**config.mk**
```make
export PLATFORM = sky130hd
export DESIGN_NAME = fsb_snoop_ctrl
export DESIGN_NICKNAME = d
export VERILOG_FILES = /design/src/fsb_snoop_pkg.sv /design/src/fsb_lane_if.sv /design/src/fsb_lane_capture.sv /design/src/fsb_snoop_ctrl.sv
export VERILOG_INCLUDE_DIRS = /design/src
export SDC_FILE = /design/constraint.sdc
export NUM_CORES = 1
export LEC_CHECK = 0
export ABC_AREA = 1
export BUFFER_PORTS_ARGS = -buffer_cell sky130_fd_sc_hd__buf_2
export CORE_UTILIZATION = 29
export CTS_CLUSTER_DIAMETER = 60
export DETAILED_ROUTE_END_ITERATION = 8
export GPL_TIMING_DRIVEN = 0
export PLACE_DENSITY = 0.52
export SYNTH_ARGS = -nofsm -noshare
export SYNTH_HDL_FRONTEND = slang
export SYNTH_SLANG_ARGS = --single-unit
```
**constraint.sdc**
```tcl
create_clock -name ref_clk -period 1.6 [get_ports ref_clk]
set_clock_uncertainty 0.2 [all_clocks]
set_input_delay 0.08 -clock ref_clk [delete_from_list [all_inputs] [get_ports ref_clk]]
set_output_delay 0.08 -clock ref_clk [all_outputs]
set_load 0.02 [all_outputs]
```
**src/fsb_snoop_defines.svh**
```systemverilog
// named constants for the front-side bus snoop and request controller
// assumes it is included by the package and by every design file
`ifndef FSB_SNOOP_DEFINES_SVH
`define FSB_SNOOP_DEFINES_SVH

// ****************************************
// bus widths
// ****************************************
`define CMD_W 5
`define DATA_W 64
`define GROUP_W 16
`define GROUPS 4
`define CNT_W 3

// ****************************************
// command decode and data phase
// ****************************************
`define CMD_WRITE_BIT 1
`define XFERS_PER_CLK 3'h4
`define GROUPS_ALL 4'hf

`endif

```
**src/fsb_snoop_pkg.sv**
```systemverilog
// types shared by the snoop controller and its data lane capture
// assumes the defines header is on the include path
`include "fsb_snoop_defines.svh"

package fsb_snoop_pkg;

	// ****************************************
	// request sequencing
	// ****************************************
	typedef enum logic [2:0] {PH_IDLE, PH_REQ_B, PH_SNOOP, PH_ISSUE, PH_TRDY, PH_DATA} phase_e;

	// ****************************************
	// controller state
	// ****************************************
	typedef struct packed {
		logic clk_s1;
		logic clk_s2;
		logic clk_prev;
		logic ads_s1;
		logic ads_s2;
		logic lock_s1;
		logic lock_s2;
		logic hint_s1;
		logic hint_s2;
		logic hit_s1;
		logic hit_s2;
		logic hitm_s1;
		logic hitm_s2;
		logic [`CMD_W-1:0] cmd_s1;
		logic [`CMD_W-1:0] cmd_s2;
		phase_e phase;
		logic [`CMD_W-1:0] cmd_a;
		logic [`CMD_W-1:0] cmd_b;
		logic hint_cap;
		logic is_write;
		logic atomic;
		logic trdy_n;
		logic req_valid;
		logic auto_pc;
		logic snoop_mod;
		logic snoop_stall;
		logic io_block;
		logic io_grant;
		logic [`CNT_W-1:0] xfer_cnt;
	} ctrl_s;

	// ****************************************
	// lane capture state
	// ****************************************
	typedef struct packed {
		logic [`DATA_W-1:0] d_s1;
		logic [`DATA_W-1:0] d_s2;
		logic [`GROUPS-1:0] inv_s1;
		logic [`GROUPS-1:0] inv_s2;
		logic [`GROUPS-1:0] sp_s1;
		logic [`GROUPS-1:0] sp_s2;
		logic [`GROUPS-1:0] sp_prev;
		logic [`GROUPS-1:0] sn_s1;
		logic [`GROUPS-1:0] sn_s2;
		logic [`GROUPS-1:0] sn_prev;
		logic [`DATA_W-1:0] grp;
		logic [`GROUPS-1:0] seen;
		logic [`DATA_W-1:0] word;
		logic word_valid;
	} lane_s;

endpackage

```
**src/fsb_lane_if.sv**
```systemverilog
// carrier between the controller and its data lane capture
// pins arrive raw; the lane side synchronises them itself
`timescale 1ns/10ps
`include "fsb_snoop_defines.svh"

interface fsb_lane_if;
	logic [`DATA_W-1:0] data_n;
	logic [`GROUPS-1:0] inv_n;
	logic [`GROUPS-1:0] stb_pos_n;
	logic [`GROUPS-1:0] stb_neg_n;
	logic [`DATA_W-1:0] word;
	logic word_valid;

	modport ctrl (output data_n, output inv_n, output stb_pos_n, output stb_neg_n,
		input word, input word_valid);
	modport lane (input data_n, input inv_n, input stb_pos_n, input stb_neg_n,
		output word, output word_valid);
endinterface

```
**src/fsb_lane_capture.sv**
```systemverilog
// data lane capture: syncs the host data pins, catches each group on its strobe
// assumes strobes toggle no faster than every two reference clocks
`timescale 1ns/10ps
`include "fsb_snoop_defines.svh"

module fsb_lane_capture (
	// clock, reset, enable
	input wire logic ref_clk,
	input wire logic srst,
	input wire logic ce,
	// lanes
	fsb_lane_if.lane lif
);

	fsb_snoop_pkg::lane_s r_reg;
	fsb_snoop_pkg::lane_s r_next;
	logic [`GROUPS-1:0] edge_hit;

	// wire value back to true value for one group
	function automatic logic [`GROUP_W-1:0] restore(input logic [`GROUP_W-1:0] d_n,
		input logic inv_n);
		logic [`GROUP_W-1:0] t;
		t = ~d_n;
		// an asserted inversion bit means the group travelled inverted
		return inv_n ? t : ~t;
	endfunction

	// ****************************************
	// next state
	// ****************************************
	always_comb
	begin
		r_next = r_reg;
		r_next.d_s1 = lif.data_n;
		r_next.d_s2 = r_reg.d_s1;
		r_next.inv_s1 = lif.inv_n;
		r_next.inv_s2 = r_reg.inv_s1;
		r_next.sp_s1 = lif.stb_pos_n;
		r_next.sp_s2 = r_reg.sp_s1;
		r_next.sp_prev = r_reg.sp_s2;
		r_next.sn_s1 = lif.stb_neg_n;
		r_next.sn_s2 = r_reg.sn_s1;
		r_next.sn_prev = r_reg.sn_s2;
		r_next.word_valid = 1'b0;
		edge_hit = (r_reg.sp_prev & ~r_reg.sp_s2) | (r_reg.sn_prev & ~r_reg.sn_s2);
		for (int g = 0; g < `GROUPS; g++)
		begin
			if (edge_hit[g])
			begin
				r_next.grp[g*`GROUP_W +: `GROUP_W] =
					restore(r_reg.d_s2[g*`GROUP_W +: `GROUP_W], r_reg.inv_s2[g]);
			end
		end
		r_next.seen = r_reg.seen | edge_hit;
		// a word is whole once every group has been strobed
		if (r_next.seen == `GROUPS_ALL)
		begin
			r_next.word = r_next.grp;
			r_next.word_valid = 1'b1;
			r_next.seen = '0;
		end
	end

	// ****************************************
	// state register
	// ****************************************
	always_ff @(posedge ref_clk)
	begin
		if (srst)
			r_reg <= '0;
		else if (ce)
			r_reg <= r_next;
	end

	assign lif.word = r_reg.word;
	assign lif.word_valid = r_reg.word_valid;
endmodule // fsb_lane_capture

```
**src/fsb_snoop_ctrl.sv**
```systemverilog
// front-side bus snoop, lock and request controller on the memory side
// assumes all bus pins are asynchronous to ref_clk and the bus clock is slow
`timescale 1ns/10ps
`include "fsb_snoop_defines.svh"

module fsb_snoop_ctrl (
	// clock, reset, enable
	input wire logic ref_clk,
	input wire logic srst,
	input wire logic ce,
	// bus clock and request phase pins
	input wire logic bus_clk,
	input wire logic addr_strobe_n,
	input wire logic [`CMD_W-1:0] request_command_n,
	input wire logic page_close_hint_n,
	input wire logic bus_lock_n,
	// snoop result pins
	input wire logic snoop_hit_n,
	input wire logic snoop_hit_modified_n,
	// data pins
	input wire logic [`DATA_W-1:0] host_data_n,
	input wire logic [`GROUPS-1:0] data_invert_n,
	input wire logic [`GROUPS-1:0] data_strobe_pos_n,
	input wire logic [`GROUPS-1:0] data_strobe_neg_n,
	// target ready pin
	output logic target_ready_n,
	// memory scheduler side
	output logic req_valid,
	output logic [`CMD_W-1:0] req_type_a,
	output logic [`CMD_W-1:0] req_type_b,
	output logic req_is_write,
	output logic req_auto_precharge,
	input wire logic req_ready,
	input wire logic wr_buf_ready,
	output logic [`DATA_W-1:0] wr_word,
	output logic wr_word_valid,
	// snoop and lock status
	output logic snoop_modified,
	output logic snoop_stall,
	output logic atomic_active,
	// link and PCIe access gate
	input wire logic io_dram_req,
	output logic io_dram_grant,
	output logic io_dram_block
);

	fsb_snoop_pkg::ctrl_s r_reg;
	fsb_snoop_pkg::ctrl_s r_next;
	logic bus_rise;
	logic bus_fall;

	fsb_lane_if lif ();

	// ****************************************
	// data lanes
	// ****************************************
	assign lif.data_n = host_data_n;
	assign lif.inv_n = data_invert_n;
	assign lif.stb_pos_n = data_strobe_pos_n;
	assign lif.stb_neg_n = data_strobe_neg_n;

	fsb_lane_capture fsb_lane_capture_inst (
		.ref_clk(ref_clk),
		.srst(srst),
		.ce(ce),
		.lif(lif)
	);

	// bus clock edges seen after the synchroniser
	assign bus_rise = r_reg.clk_s2 & ~r_reg.clk_prev;
	assign bus_fall = ~r_reg.clk_s2 & r_reg.clk_prev;

	// ****************************************
	// next state
	// ****************************************
	always_comb
	begin
		r_next = r_reg;
		// two-flop synchronisers; stage one feeds stage two only
		r_next.clk_s1 = bus_clk;
		r_next.clk_s2 = r_reg.clk_s1;
		r_next.clk_prev = r_reg.clk_s2;
		r_next.ads_s1 = addr_strobe_n;
		r_next.ads_s2 = r_reg.ads_s1;
		r_next.lock_s1 = bus_lock_n;
		r_next.lock_s2 = r_reg.lock_s1;
		r_next.hint_s1 = page_close_hint_n;
		r_next.hint_s2 = r_reg.hint_s1;
		r_next.hit_s1 = snoop_hit_n;
		r_next.hit_s2 = r_reg.hit_s1;
		r_next.hitm_s1 = snoop_hit_modified_n;
		r_next.hitm_s2 = r_reg.hitm_s1;
		r_next.cmd_s1 = request_command_n;
		r_next.cmd_s2 = r_reg.cmd_s1;

		if (bus_rise)
		begin
			if (!r_reg.ads_s2 && !r_reg.lock_s2)
				r_next.atomic = 1'b1;
			else if (r_reg.lock_s2)
				r_next.atomic = 1'b0;
		end

		r_next.io_block = !r_reg.lock_s2 || r_next.atomic;
		r_next.io_grant = io_dram_req && !r_next.io_block;

		case (r_reg.phase)
			fsb_snoop_pkg::PH_IDLE:
			begin
				if (bus_rise && !r_reg.ads_s2)
				begin
					r_next.cmd_a = ~r_reg.cmd_s2;
					r_next.hint_cap = !r_reg.hint_s2;
					r_next.is_write = ~r_reg.cmd_s2[`CMD_WRITE_BIT];
					r_next.snoop_mod = 1'b0;
					r_next.phase = fsb_snoop_pkg::PH_REQ_B;
				end
			end
			fsb_snoop_pkg::PH_REQ_B:
			begin
				// second half on the falling edge
				if (bus_fall)
				begin
					r_next.cmd_b = ~r_reg.cmd_s2;
					r_next.phase = fsb_snoop_pkg::PH_SNOOP;
				end
			end
			fsb_snoop_pkg::PH_SNOOP:
			begin
				if (bus_rise)
				begin
					r_next.snoop_stall = 1'b0;
					// both hits mean stall, not a result
					if (!r_reg.hit_s2 && !r_reg.hitm_s2)
						r_next.snoop_stall = 1'b1;
					else
					begin
						// modified line comes from the agent
						if (!r_reg.hitm_s2)
						begin
							r_next.snoop_mod = 1'b1;
							r_next.is_write = 1'b1;
						end
						r_next.phase = fsb_snoop_pkg::PH_ISSUE;
					end
				end
			end
			fsb_snoop_pkg::PH_ISSUE:
			begin
				r_next.req_valid = 1'b1;
				r_next.auto_pc = r_reg.hint_cap && !r_reg.is_write;
				if (r_reg.req_valid && req_ready)
				begin
					r_next.req_valid = 1'b0;
					r_next.phase = r_reg.is_write ? fsb_snoop_pkg::PH_TRDY :
						fsb_snoop_pkg::PH_IDLE;
				end
			end
			fsb_snoop_pkg::PH_TRDY:
			begin
				if (r_reg.trdy_n && wr_buf_ready)
					r_next.trdy_n = 1'b0;
				else if (!r_reg.trdy_n && bus_rise)
				begin
					// held until the next bus clock rise, then the data phase runs
					r_next.trdy_n = 1'b1;
					r_next.xfer_cnt = '0;
					r_next.phase = fsb_snoop_pkg::PH_DATA;
				end
			end
			fsb_snoop_pkg::PH_DATA:
			begin
				if (lif.word_valid)
				begin
					r_next.xfer_cnt = r_reg.xfer_cnt + `CNT_W'(1);
					if (r_next.xfer_cnt == `XFERS_PER_CLK)
						r_next.phase = fsb_snoop_pkg::PH_IDLE;
				end
			end
			default:
				r_next.phase = fsb_snoop_pkg::PH_IDLE;
		endcase
	end

	// ****************************************
	// state register
	// ****************************************
	always_ff @(posedge ref_clk)
	begin
		if (srst)
		begin
			r_reg <= '0;
			r_reg.trdy_n <= 1'b1; // pins idle high
			// bus clock idles low, so its stages stay clear: no false edge after reset
			r_reg.ads_s1 <= 1'b1;
			r_reg.ads_s2 <= 1'b1;
			r_reg.lock_s1 <= 1'b1;
			r_reg.lock_s2 <= 1'b1;
			r_reg.hint_s1 <= 1'b1;
			r_reg.hint_s2 <= 1'b1;
			r_reg.hit_s1 <= 1'b1;
			r_reg.hit_s2 <= 1'b1;
			r_reg.hitm_s1 <= 1'b1;
			r_reg.hitm_s2 <= 1'b1;
		end
		else if (ce)
			r_reg <= r_next;
	end

	// ****************************************
	// outputs, all from flops
	// ****************************************
	assign target_ready_n = r_reg.trdy_n;
	assign req_valid = r_reg.req_valid;
	assign req_type_a = r_reg.cmd_a;
	assign req_type_b = r_reg.cmd_b;
	assign req_is_write = r_reg.is_write;
	assign req_auto_precharge = r_reg.auto_pc;
	assign wr_word = lif.word;
	assign wr_word_valid = lif.word_valid;
	assign snoop_modified = r_reg.snoop_mod;
	assign snoop_stall = r_reg.snoop_stall;
	assign atomic_active = r_reg.atomic;
	assign io_dram_grant = r_reg.io_grant;
	assign io_dram_block = r_reg.io_block;
endmodule // fsb_snoop_ctrl

```
==> results of run 1 <==
routing by layer:
metal	vias to the layer above	GRT usage [%]
met2	220	28.1
met4	0	5.46
met5	-	0
met1	5987	20.4
met3	62	2.22
li1	6908	-
timing repair:
| item | in CTS | in global routing |
|---|---|---|
| resized for setup | 94 | 121 |
| gates cloned | 4 | 2 |
| endpoints found under the hold margin | 122 | 7 |
| endpoints found under the setup margin | 190 | 198 |
| pin swaps | 17 | 25 |
| buffers inserted | 20 | 14 |
report_power, final:
group	leakage, nW	switching [mW]	total, mW	internal (mW)
clock network	0.625	3.56	8.90	5.34
registers	2.81	0.256	9.23	8.98
logic	5.29	1.69	2.80	1.11
total	8.72	5.52	20.9	15.4
logic make-up after synthesis:
kind of cell | after synthesis | synth area share, %
AOI/OAI and AO/OA | 316 | 11.1
xor gates and xnor gates | 64 | 3.88
adders and majority gates | 2 | 0.173
buffers and inverters | 296 | 10.5
DFF | 342 | 47.4
and+or+nand+nor | 1002 | 27.0
cell usage in the layout, fill, tap and decap left out, drive strengths merged, types with 3 or more instances in the layout:
cell type and n:
inv 102, nor2 475, dlygate4sd3 92, buf 346, dfxtp 342, clkbuf 120, xnor2 9, or2 5
a211oi 5, nand2 479, xor2 55, a21oi 108, o21ai 202, nand3 40, clkinv 3
synth_stat cells, types with 3 or more instances:
cell      instances
o21ai_0         202
inv_1            88
a21oi_1         108
buf_4            90
buf_2            33
buf_1            14
nand3_1          40
nand2_1         470
clkbuf_1         56
nor2_2            3
dfxtp_1         342
buf_6             3
inv_2            11
nor2_1          472
nand2_2           4
a211oi_1          5
xnor2_1           9
nand2_4           5
xor2_1           55
or2_2             5
worst max-delay path, stage by stage, from the launching register on:
cell     delay, ps
dfxtp_2        310
inv_2           70
nand2_4         80
nand2_8         90
nand2_8         60
nand2_4         70
nand2_4         50
nor2_4         170
buf_12         150
buf_12         130
buf_8          140
nand2_2         50
nand2_1         60
nor2_1          50
worst max-delay path by stage:
stage,cells past startpoint,startpoint,end
floorplan,11,fsb_lane_capture_inst.r_reg[145],fsb_lane_capture_inst.lif.word[58]
global placement,6,srst,fsb_lane_capture_inst.r_reg[158]
detailed placement,6,srst,fsb_lane_capture_inst.r_next[225]
CTS,13,fsb_lane_capture_inst.r_next[134],fsb_lane_capture_inst.lif.word[39]
global route,13,fsb_lane_capture_inst.r_next[145],fsb_lane_capture_inst.lif.word[39]
finish,13,fsb_lane_capture_inst.r_next[145],fsb_lane_capture_inst.lif.word[14]
final cells by class:
cell class	instances	area, sq um
Fill cell	5189	29700
Sequential cell	342	6860
Multi-Input combinational cell	1384	6480
Timing Repair Buffer	306	2260
Buffer	191	1260
Clock buffer	61	1160
Tap cell	664	831
Inverter	100	413
Clock inverter	9	113
==> impl_metrics.ini, run 1 <==
[status]
status = finished, violations left
violations = hold timing, setup timing

[placement]
dp_hpwl_um = 29200
place_area_sq_um = 16100
gp_congestion = 0.861
dp_cells = 2860
dp_slack_ps = -678
io_buffers = 174

[floorplan]
fp.dieW_um = 225
coreArea_sq_um = 49100
rows = 81
die_h_um = 225
start_util_pct = 29.4
num_io_pins = 177
die_area_sq_um = 50700

[critical_path]
rr_startpoint = fsb_lane_capture_inst.r_next[145]
crit_path_max_fanout = 6
cp.arrival_ps = 2030
crit_path_end_kind = flop
cp-start-kind = flop
required_ps = 1830
worst_r2r_endpoint = fsb_lane_capture_inst.lif.word[14]
rrSetupSlack_ps = -200
critPathKind = reg2reg
rr_worst_depth = 13

[hold_path]
min_to = fsb_lane_capture_inst.r_reg[74]
hold_start = ce
hold_path_class = in2reg
holdPathStages = 4

[sta]
slew_viol_final = 0
rsz0062_at_grt = true
hold_viol_final = 8
max-slew-margin-rel_pct = 34.3
hold_slack_ps = -210
setup_viol = 65
worst_slew_pin_slew_ps = 986
period_share_pct = 113
layout_min_cycle_time_ps = 1800
final.setup.tns_ps = -10480
fmax_mhz = 555
timing.final.ws_setup_ps = -201

[clock_tree]
path_clk_slew_ps = 60
worstSkewPairLatency_ps = 550
hold_buffers = 92
cts_max_level = 2
cts_root_buf = clkbuf_16
cts.path.max_buffers = 3
cts_buffers = 40
cts_sinks = 342
cts_tree = done

[power_and_ir_drop]
leakage_nw = 8.72
pwr_density_cell_nw_per_um2 = 1080
p_total_mw = 20.9
ir_drop_uv = 588

[logic_synthesis]
yosysSeqAreaShare_pct = 47.4
syn_inst = 2022
synth_cell_types = 25
synth_edf_count = 0
yosysWarnings = 0
synth_area_sq_um = 14400
synth.largest_area_cell = dfxtp_1
synth_area_per_cell_sq_um = 7.14
netlist_top_cells_area = dfxtp_1 (47%), nor2_1 (12%), nand2_1 (12%)
synthesis.nets = 2117
synth_flop_cell = dfxtp_1
ys_ff_latch = 342
async_reset_ff_share_pct = 0
synth_top_area_share_pct = 47.4

[routing]
wl_per_cell_um = 13.6
via_per_inst = 4.31
routed-wl-met2_um = 19900
detail-route-antenna-nets = 0
met1_length_um = 19100
vias = 13200
routed.top_layer = met4
dr.pass1.iters = 5
drt_iter0_markers = 579
met3_wirelength_um = 1420
drc = 0
routed_wl_um = 41700

[cells_and_area]
instances_no_fill = 3057
layout.nets = 2460
largest_reg_flops = 144
final_area_sq_um = 19400
drive_gt1_share_pct = 22.2
areaGrowthSynthToFinish_pct = 34.2
utilization_pct = 39.5
antennaDiodeCount = 0

[global_routing]
grt_overflow = 0
antenna_found_initial = 0
track_usage_pct = 16.2
grt_max_degree = 17
grt_pass1_wl_um = 65200
grt_pass1_vias = 12700

[run]
drv_cap = 0
Note: power is estimated with default switching activity, not from simulation.
==> run 2: changes to the inputs <==
--- a/config.mk
+++ b/config.mk
@@ -6,7 +6,6 @@
 export SDC_FILE = /design/constraint.sdc
 export NUM_CORES = 1
 export LEC_CHECK = 0
-export ABC_AREA = 1
 export BUFFER_PORTS_ARGS = -buffer_cell sky130_fd_sc_hd__buf_2
 export CORE_UTILIZATION = 29
 export CTS_CLUSTER_DIAMETER = 60
==> run 2 against run 1 <==
The flow finishes with violations (setup timing). Routed wire length decreased by 4.1%. Combinational power down 45%. Total power decreased by 6.7%. Utilization grew 0.86 points. Sequential share of layout area increased by 0.076 points. Fmax about the same. Critical endpoint is now fsb_lane_capture_inst.lif.word[27].
==> impl_metrics.ini, run 2 <==
[floorplan]
fp.dieW_um = 223
start_util_pct = 29.6
rows = 80
coreArea_sq_um = 48000
die_area_sq_um = 49900
num_io_pins = 177
die_h_um = 223

[sta]
setup_viol = 118
hold_slack_ps = 5.81
layout_min_cycle_time_ps = 1800
fmax_mhz = 555
worst_slew_pin_slew_ps = 983
period_share_pct = 113
rsz0062_at_grt = true
slew_viol_final = 0
hold_viol_final = 0
max-slew-margin-rel_pct = 34.5
timing.final.ws_setup_ps = -201

[critical_path]
crit_path_max_fanout = 10
worstSetupEndpoint = fsb_lane_capture_inst.lif.word[27]
required_ps = 1870
critPathSlowestCell = dfxtp_2
path_delay_family = compound AO/OA/AOI/OAI gates
path_buf_inv = 2
rr_worst_depth = 7
crit_chain = nand2b_4 > a31oi_4 > o221ai_4 > nor2_4 > buf_12 > buf_12 > mux2i_1
rrSetupSlack_ps = -200
cpMostUsedCell = buf_12
cp.arrival_ps = 2070
worst_r2r_endpoint = fsb_lane_capture_inst.lif.word[27]
crit_path_end_kind = flop
rr_startpoint = fsb_lane_capture_inst.r_next[135]
max_stage_delay_ps = 320
critPathKind = reg2reg
cp-start-kind = flop
cp-startpoint = fsb_lane_capture_inst.r_next[135]
path_depth = 7

[global_routing]
grt_use_met1_pct = 19.7
grt_pass1_vias = 11100
grt_max_degree = 14
track_usage_pct = 15.6
top_usage_layer = met2
grtUsageMet3_pct = 2.21
met2_usage_pct = 26.4
grt_overflow = 0
antenna_found_initial = 0
grt_pass1_wl_um = 60700

[logic_synthesis]
synthesis.nets = 1577
synth_area_sq_um = 14200
synth_edf_count = 0
synth_cell_types = 49
syn_inst = 1482
yosysWarnings = 0
synth_flop_cell = dfxtp_1
synth_most_common_cell = dfxtp_1
async_reset_ff_share_pct = 0
synthTopCellsByCount = dfxtp_1 (342), nor2_1 (266), mux2i_1 (256)
synth_top_area_share_pct = 48.1
synth.largest_area_cell = dfxtp_1
yosysSeqAreaShare_pct = 48.1
netlist_top_cells_area = dfxtp_1 (48%), mux2i_1 (18%), nor2_1 (7.0%)
ys_ff_latch = 342
synth_area_per_cell_sq_um = 9.60

[clock_tree]
path_clk_slew_ps = 60
cts_max_level = 2
cts_buffers = 40
cts.path.max_buffers = 3
worstSkewPairLatency_ps = 550
cts_root_buf = clkbuf_16
cts_sinks = 342
cts_tree = done

[routing]
vias = 11200
drc = 0
via_per_inst = 4.52
wl_per_cell_um = 16.1
detail-route-antenna-nets = 0
dr.pass1.iters = 4
routed_wl_um = 40000
drt_iter0_markers = 486

[power_and_ir_drop]
ir_drop_uv = 570
p_total_mw = 19.5
pwr_density_cell_nw_per_um2 = 1010
leakage_nw = 7.91

[status]
status = finished, violations left
violations = setup timing

[cells_and_area]
drive_gt1_share_pct = 28.4
largest_reg_flops = 144
layout_commonest_cell = dfxtp_1
areaGrowthSynthToFinish_pct = 36.3
utilization_pct = 40.3
final_cell_mix = dfxtp_1 (325), mux2i_1 (256), nor2_1 (244)
antennaDiodeCount = 0
layout.nets = 1934
final_area_sq_um = 19400

[placement]
gp_congestion = 0.767
io_buffers = 174
place_area_sq_um = 16000
dp_hpwl_um = 27400
dp_slack_ps = -960

[run]
drv_cap = 0

[hold_path]
hold_path_class = in2reg
run 2: cell types whose count changed after synthesis, sizes merged, moves of 17 or more:
cell	change
o21ai	-189
xnor2	+46
nand3	-36
buf	-17
nor2	-208
xor2	-45
a21oi	-81
o211ai	+57
inv	-87
nand2	-349
a211oi	+59
mux2i	+256
run 2: cell families (layout without fill, tap and decap cells):
logic type | after synthesis | after routing | share of synthesized area [%]
mux | 257 | 257 | 18.1
buf+inv | 198 | 580 | 7.79
xor+xnor | 65 | 65 | 4.00
compound gates | 179 | 179 | 9.19
simple gates | 439 | 439 | 12.6
flops | 342 | 342 | 48.1
fa+ha+maj | 2 | 2 | 0.176
run 2: layer usage:
| layer | wire (um) | vias up |
|---|---|---|
| li1 | - | 5671 |
| met1 | 18400 | 5269 |
| met2 | 19200 | 182 |
| met3 | 1230 | 80 |
| met4 | 1210 | 0 |
| met5 | 0 | - |
run 2: what timing repair did:
action	4_1_cts	5_1_grt
pin swaps	48	21
setup buffers	27	16
gates resized for setup	137	76
gates cloned	6	3
hold buffers	97	0
endpoints found under the setup margin	178	183
hold endpoints to repair	106	0
run 2: power breakdown:
| part | switching (mW) | internal (mW) |
|---|---|---|
| sequential | 0.154 | 8.76 |
| clock | 3.63 | 5.46 |
| combinational | 0.817 | 0.715 |
run 2: final cells by class:
cell class                 count  area [sq um]
tap                          615           769
inverter                      12          45.0
timing repair buffer         320          2430
sequential                   342          6880
buffer                       181          1270
clock buffer                  55          1140
clock inverter                12           164
fill                        4751         28700
multi-input combinational    942          6690
run 2: worst min-delay path by stage:
stage,end,depth (start not counted),from,slack (ps)
2_1_floorplan,r_next[36],2,snoop_hit_modified_n,8
5_1_grt,fsb_lane_capture_inst.r_reg[98],5,ce,10
6_report,fsb_lane_capture_inst.r_reg[98],5,ce,6
4_1_cts,fsb_lane_capture_inst.r_reg[119],5,ce,3
3_3_place_gp,r_next[40],3,page_close_hint_n,110
3_5_place_dp,r_next[42],3,bus_lock_n,120
run 2: worst reg2reg max path, delay by kind of cell (launching register included):
| family | cells | cell delay [ps] |
|---|---|---|
| AND/OR/NAND/NOR | 2 | 300 |
| multiplexers | 1 | 190 |
| flip-flops | 1 | 320 |
| AO/OA/AOI/OAI | 2 | 360 |
| buffers and inverters | 2 | 340 |
run 2: per-stage QoR:
| stage | instances | setup TNS (ps) |
|---|---|---|
| floorplan | 1482 | -5540 |
| global placement | 2271 | -166590 |
| detailed placement | 2271 | -169260 |
| CTS | 2465 | -18830 |
| global route | 2479 | -27680 |
| finish | 2479 | -13840 |
==> run 3: changes to the inputs <==
--- a/config.mk
+++ b/config.mk
@@ -12,6 +12,7 @@
 export DETAILED_ROUTE_END_ITERATION = 8
 export GPL_TIMING_DRIVEN = 0
 export PLACE_DENSITY = 0.52
+export RECOVER_POWER = 25
 export SYNTH_ARGS = -nofsm -noshare
 export SYNTH_HDL_FRONTEND = slang
 export SYNTH_SLANG_ARGS = --single-unit
==> run 3 against run 2 <==
The flow still finishes with violations (setup timing). Largest power group unchanged. Critical path depth unchanged. Sequential share of layout area is essentially flat. Non-clock buffer count stayed put. Flip-flop and latch count did not move. Combinational power about the same. Critical endpoint unchanged. Sequential power is essentially flat. Via count is essentially flat.
==> impl_metrics.ini, run 3 (synthesized netlist as in run 2, its figures left out) <==
[placement]
dp_cells = 2271
dp_hpwl_um = 27400
io_buffers = 174
gp_congestion = 0.767

[global_routing]
grt_pass1_wl_um = 60700
grt_max_degree = 14
grtUsageMet3_pct = 2.21
antenna_found_initial = 0
grt_use_met1_pct = 19.7
top_usage_layer = met2
met2_usage_pct = 26.4
grt_overflow = 0
grt_pass1_vias = 11100
track_usage_pct = 15.6

[sta]
fmax_mhz = 555
max-slew-margin-rel_pct = 33.2
layout_min_cycle_time_ps = 1800
rsz0062_at_grt = true
hold_viol_final = 0
slew_viol_final = 0
setup_viol = 122
worst_slew_pin_slew_ps = 1000
timing.final.ws_setup_ps = -200
period_share_pct = 113

[critical_path]
critPathKind = reg2reg
rr_startpoint = fsb_lane_capture_inst.r_next[135]
worst_r2r_endpoint = fsb_lane_capture_inst.lif.word[27]
required_ps = 1870
crit_path_end_kind = flop
path_buf_inv = 2
critPathSlowestCell = dfxtp_2
rrSetupSlack_ps = -200
crit_path_max_fanout = 10
crit_chain = nand2b_4 > a31oi_4 > o221ai_4 > nor2_4 > buf_12 > buf_12 > mux2i_1
cp.arrival_ps = 2070
cpMostUsedCell = buf_12
cp-startpoint = fsb_lane_capture_inst.r_next[135]
max_stage_delay_ps = 320
cp-start-kind = flop
path_delay_family = compound AO/OA/AOI/OAI gates
rr_worst_depth = 7

[clock_tree]
cts_buffers = 40
path_clk_slew_ps = 60
cts_root_buf = clkbuf_16
worstSkewPairLatency_ps = 550
cts.path.max_buffers = 3
cts_tree = done
cts_sinks = 342
cts_max_level = 2

[cells_and_area]
final_cell_mix = dfxtp_1 (326), mux2i_1 (256), nor2_1 (244)
layout_commonest_cell = dfxtp_1
antennaDiodeCount = 0
layout.nets = 1934
areaGrowthSynthToFinish_pct = 36.2
instances_no_fill = 2479
utilization_pct = 40.3
drive_gt1_share_pct = 28.0
filler_cell_count = 4751
largest_reg_flops = 144

[floorplan]
start_util_pct = 29.6
die_area_sq_um = 49900
num_io_pins = 177
rows = 80
fp.dieW_um = 223
die_h_um = 223
coreArea_sq_um = 48000

[power_and_ir_drop]
pwr_density_cell_nw_per_um2 = 1010
leakage_nw = 7.89
ir_drop_uv = 569

[hold_path]
hold_start = ce
holdPathStages = 5
hold_path_class = in2reg
min_to = fsb_lane_capture_inst.r_reg[98]

[status]
status = finished, violations left
violations = setup timing

[routing]
wl_per_cell_um = 16.2
dr.pass1.iters = 5
vias = 11200
drc = 0
routed_wl_um = 40100
drt_iter0_markers = 496
via_per_inst = 4.52
detail-route-antenna-nets = 0

[run]
drv_cap = 0
==> run 3: cell types whose count changed in the layout (fill, tap and decap cells not counted), sizes merged <==
cell and delta:
buf -8, clkbuf +8
==> run 3: worst max path at each step <==
| stage | endpoint | slack (ps) | cells past startpoint |
|---|---|---|---|
| detailed placement | fsb_lane_capture_inst.lif.word[53] | -960 | 6 |
| floorplan | fsb_lane_capture_inst.lif.word[10] | -90 | 6 |
| CTS | fsb_lane_capture_inst.lif.word[27] | -230 | 7 |
| global placement | fsb_lane_capture_inst.lif.word[54] | -950 | 6 |
| finish | fsb_lane_capture_inst.lif.word[27] | -200 | 7 |
| global route | fsb_lane_capture_inst.lif.word[25] | -280 | 7 |
==> run 3: stage by stage <==
stage / hold WS (ps) / TNS (ps) / power [mW] / worst slack (ps) / cell area [sq um]
3_5_place_dp: 118 / -169260 / 10.4 / -960 / 16000
5_1_grt: 13.2 / -28540 / 20.3 / -284 / 19400
2_1_floorplan: 8.39 / -5540 / 9.93 / -92.8 / 14300
6_report: 5.80 / -14080 / 19.5 / -200 / 19400
3_3_place_gp: 114 / -166590 / 10.4 / -945 / 16000
4_1_cts: 3.10 / -18830 / 19.8 / -233 / 19000
==> run 3: repair_timing <==
action | 4_1_cts | 5_1_grt
setup endpoints to repair | 178 | 183
cloned | 6 | 3
hold buffers | 97 | 0
gates resized for setup | 137 | 76
buffers inserted | 27 | 16
hold endpoints to repair | 106 | 0
pin swaps | 48 | 21
==> run 3: where the power goes <==
part           switching [mW]  internal, mW  leakage, nW  total [mW]
Clock                    3.63          5.46        0.638        9.09
Combinational           0.817         0.715         4.46        1.53
Sequential              0.154          8.76         2.79        8.92
==> run 3: worst register-to-register path: cells and delay by family (launching register included) <==
kind	cells	cell delay [ps]
flops	1	320
mux	1	190
buf+inv	2	340
simple gates	2	300
compound gates	2	360
==> run 3: routing by layer <==
metal | wire (um) | share of wire [%]
met5 | 0 | 0
met4 | 1210 | 3.0
met3 | 1200 | 3.0
met2 | 19200 | 48
met1 | 18400 | 46
==> run 3: cell type report <==
| type | count | area (sq um) | area share, % |
|---|---|---|---|
| buffer | 181 | 1270 | 6.57 |
| clock buffer | 55 | 1140 | 5.87 |
| clock inverter | 12 | 164 | 0.846 |
| inverter | 12 | 45.0 | 0.232 |
| multi-input combinational | 942 | 6690 | 34.5 |
| sequential | 342 | 6880 | 35.5 |
| tap | 615 | 769 | 3.97 |
| timing repair buffer | 320 | 2420 | 12.5 |
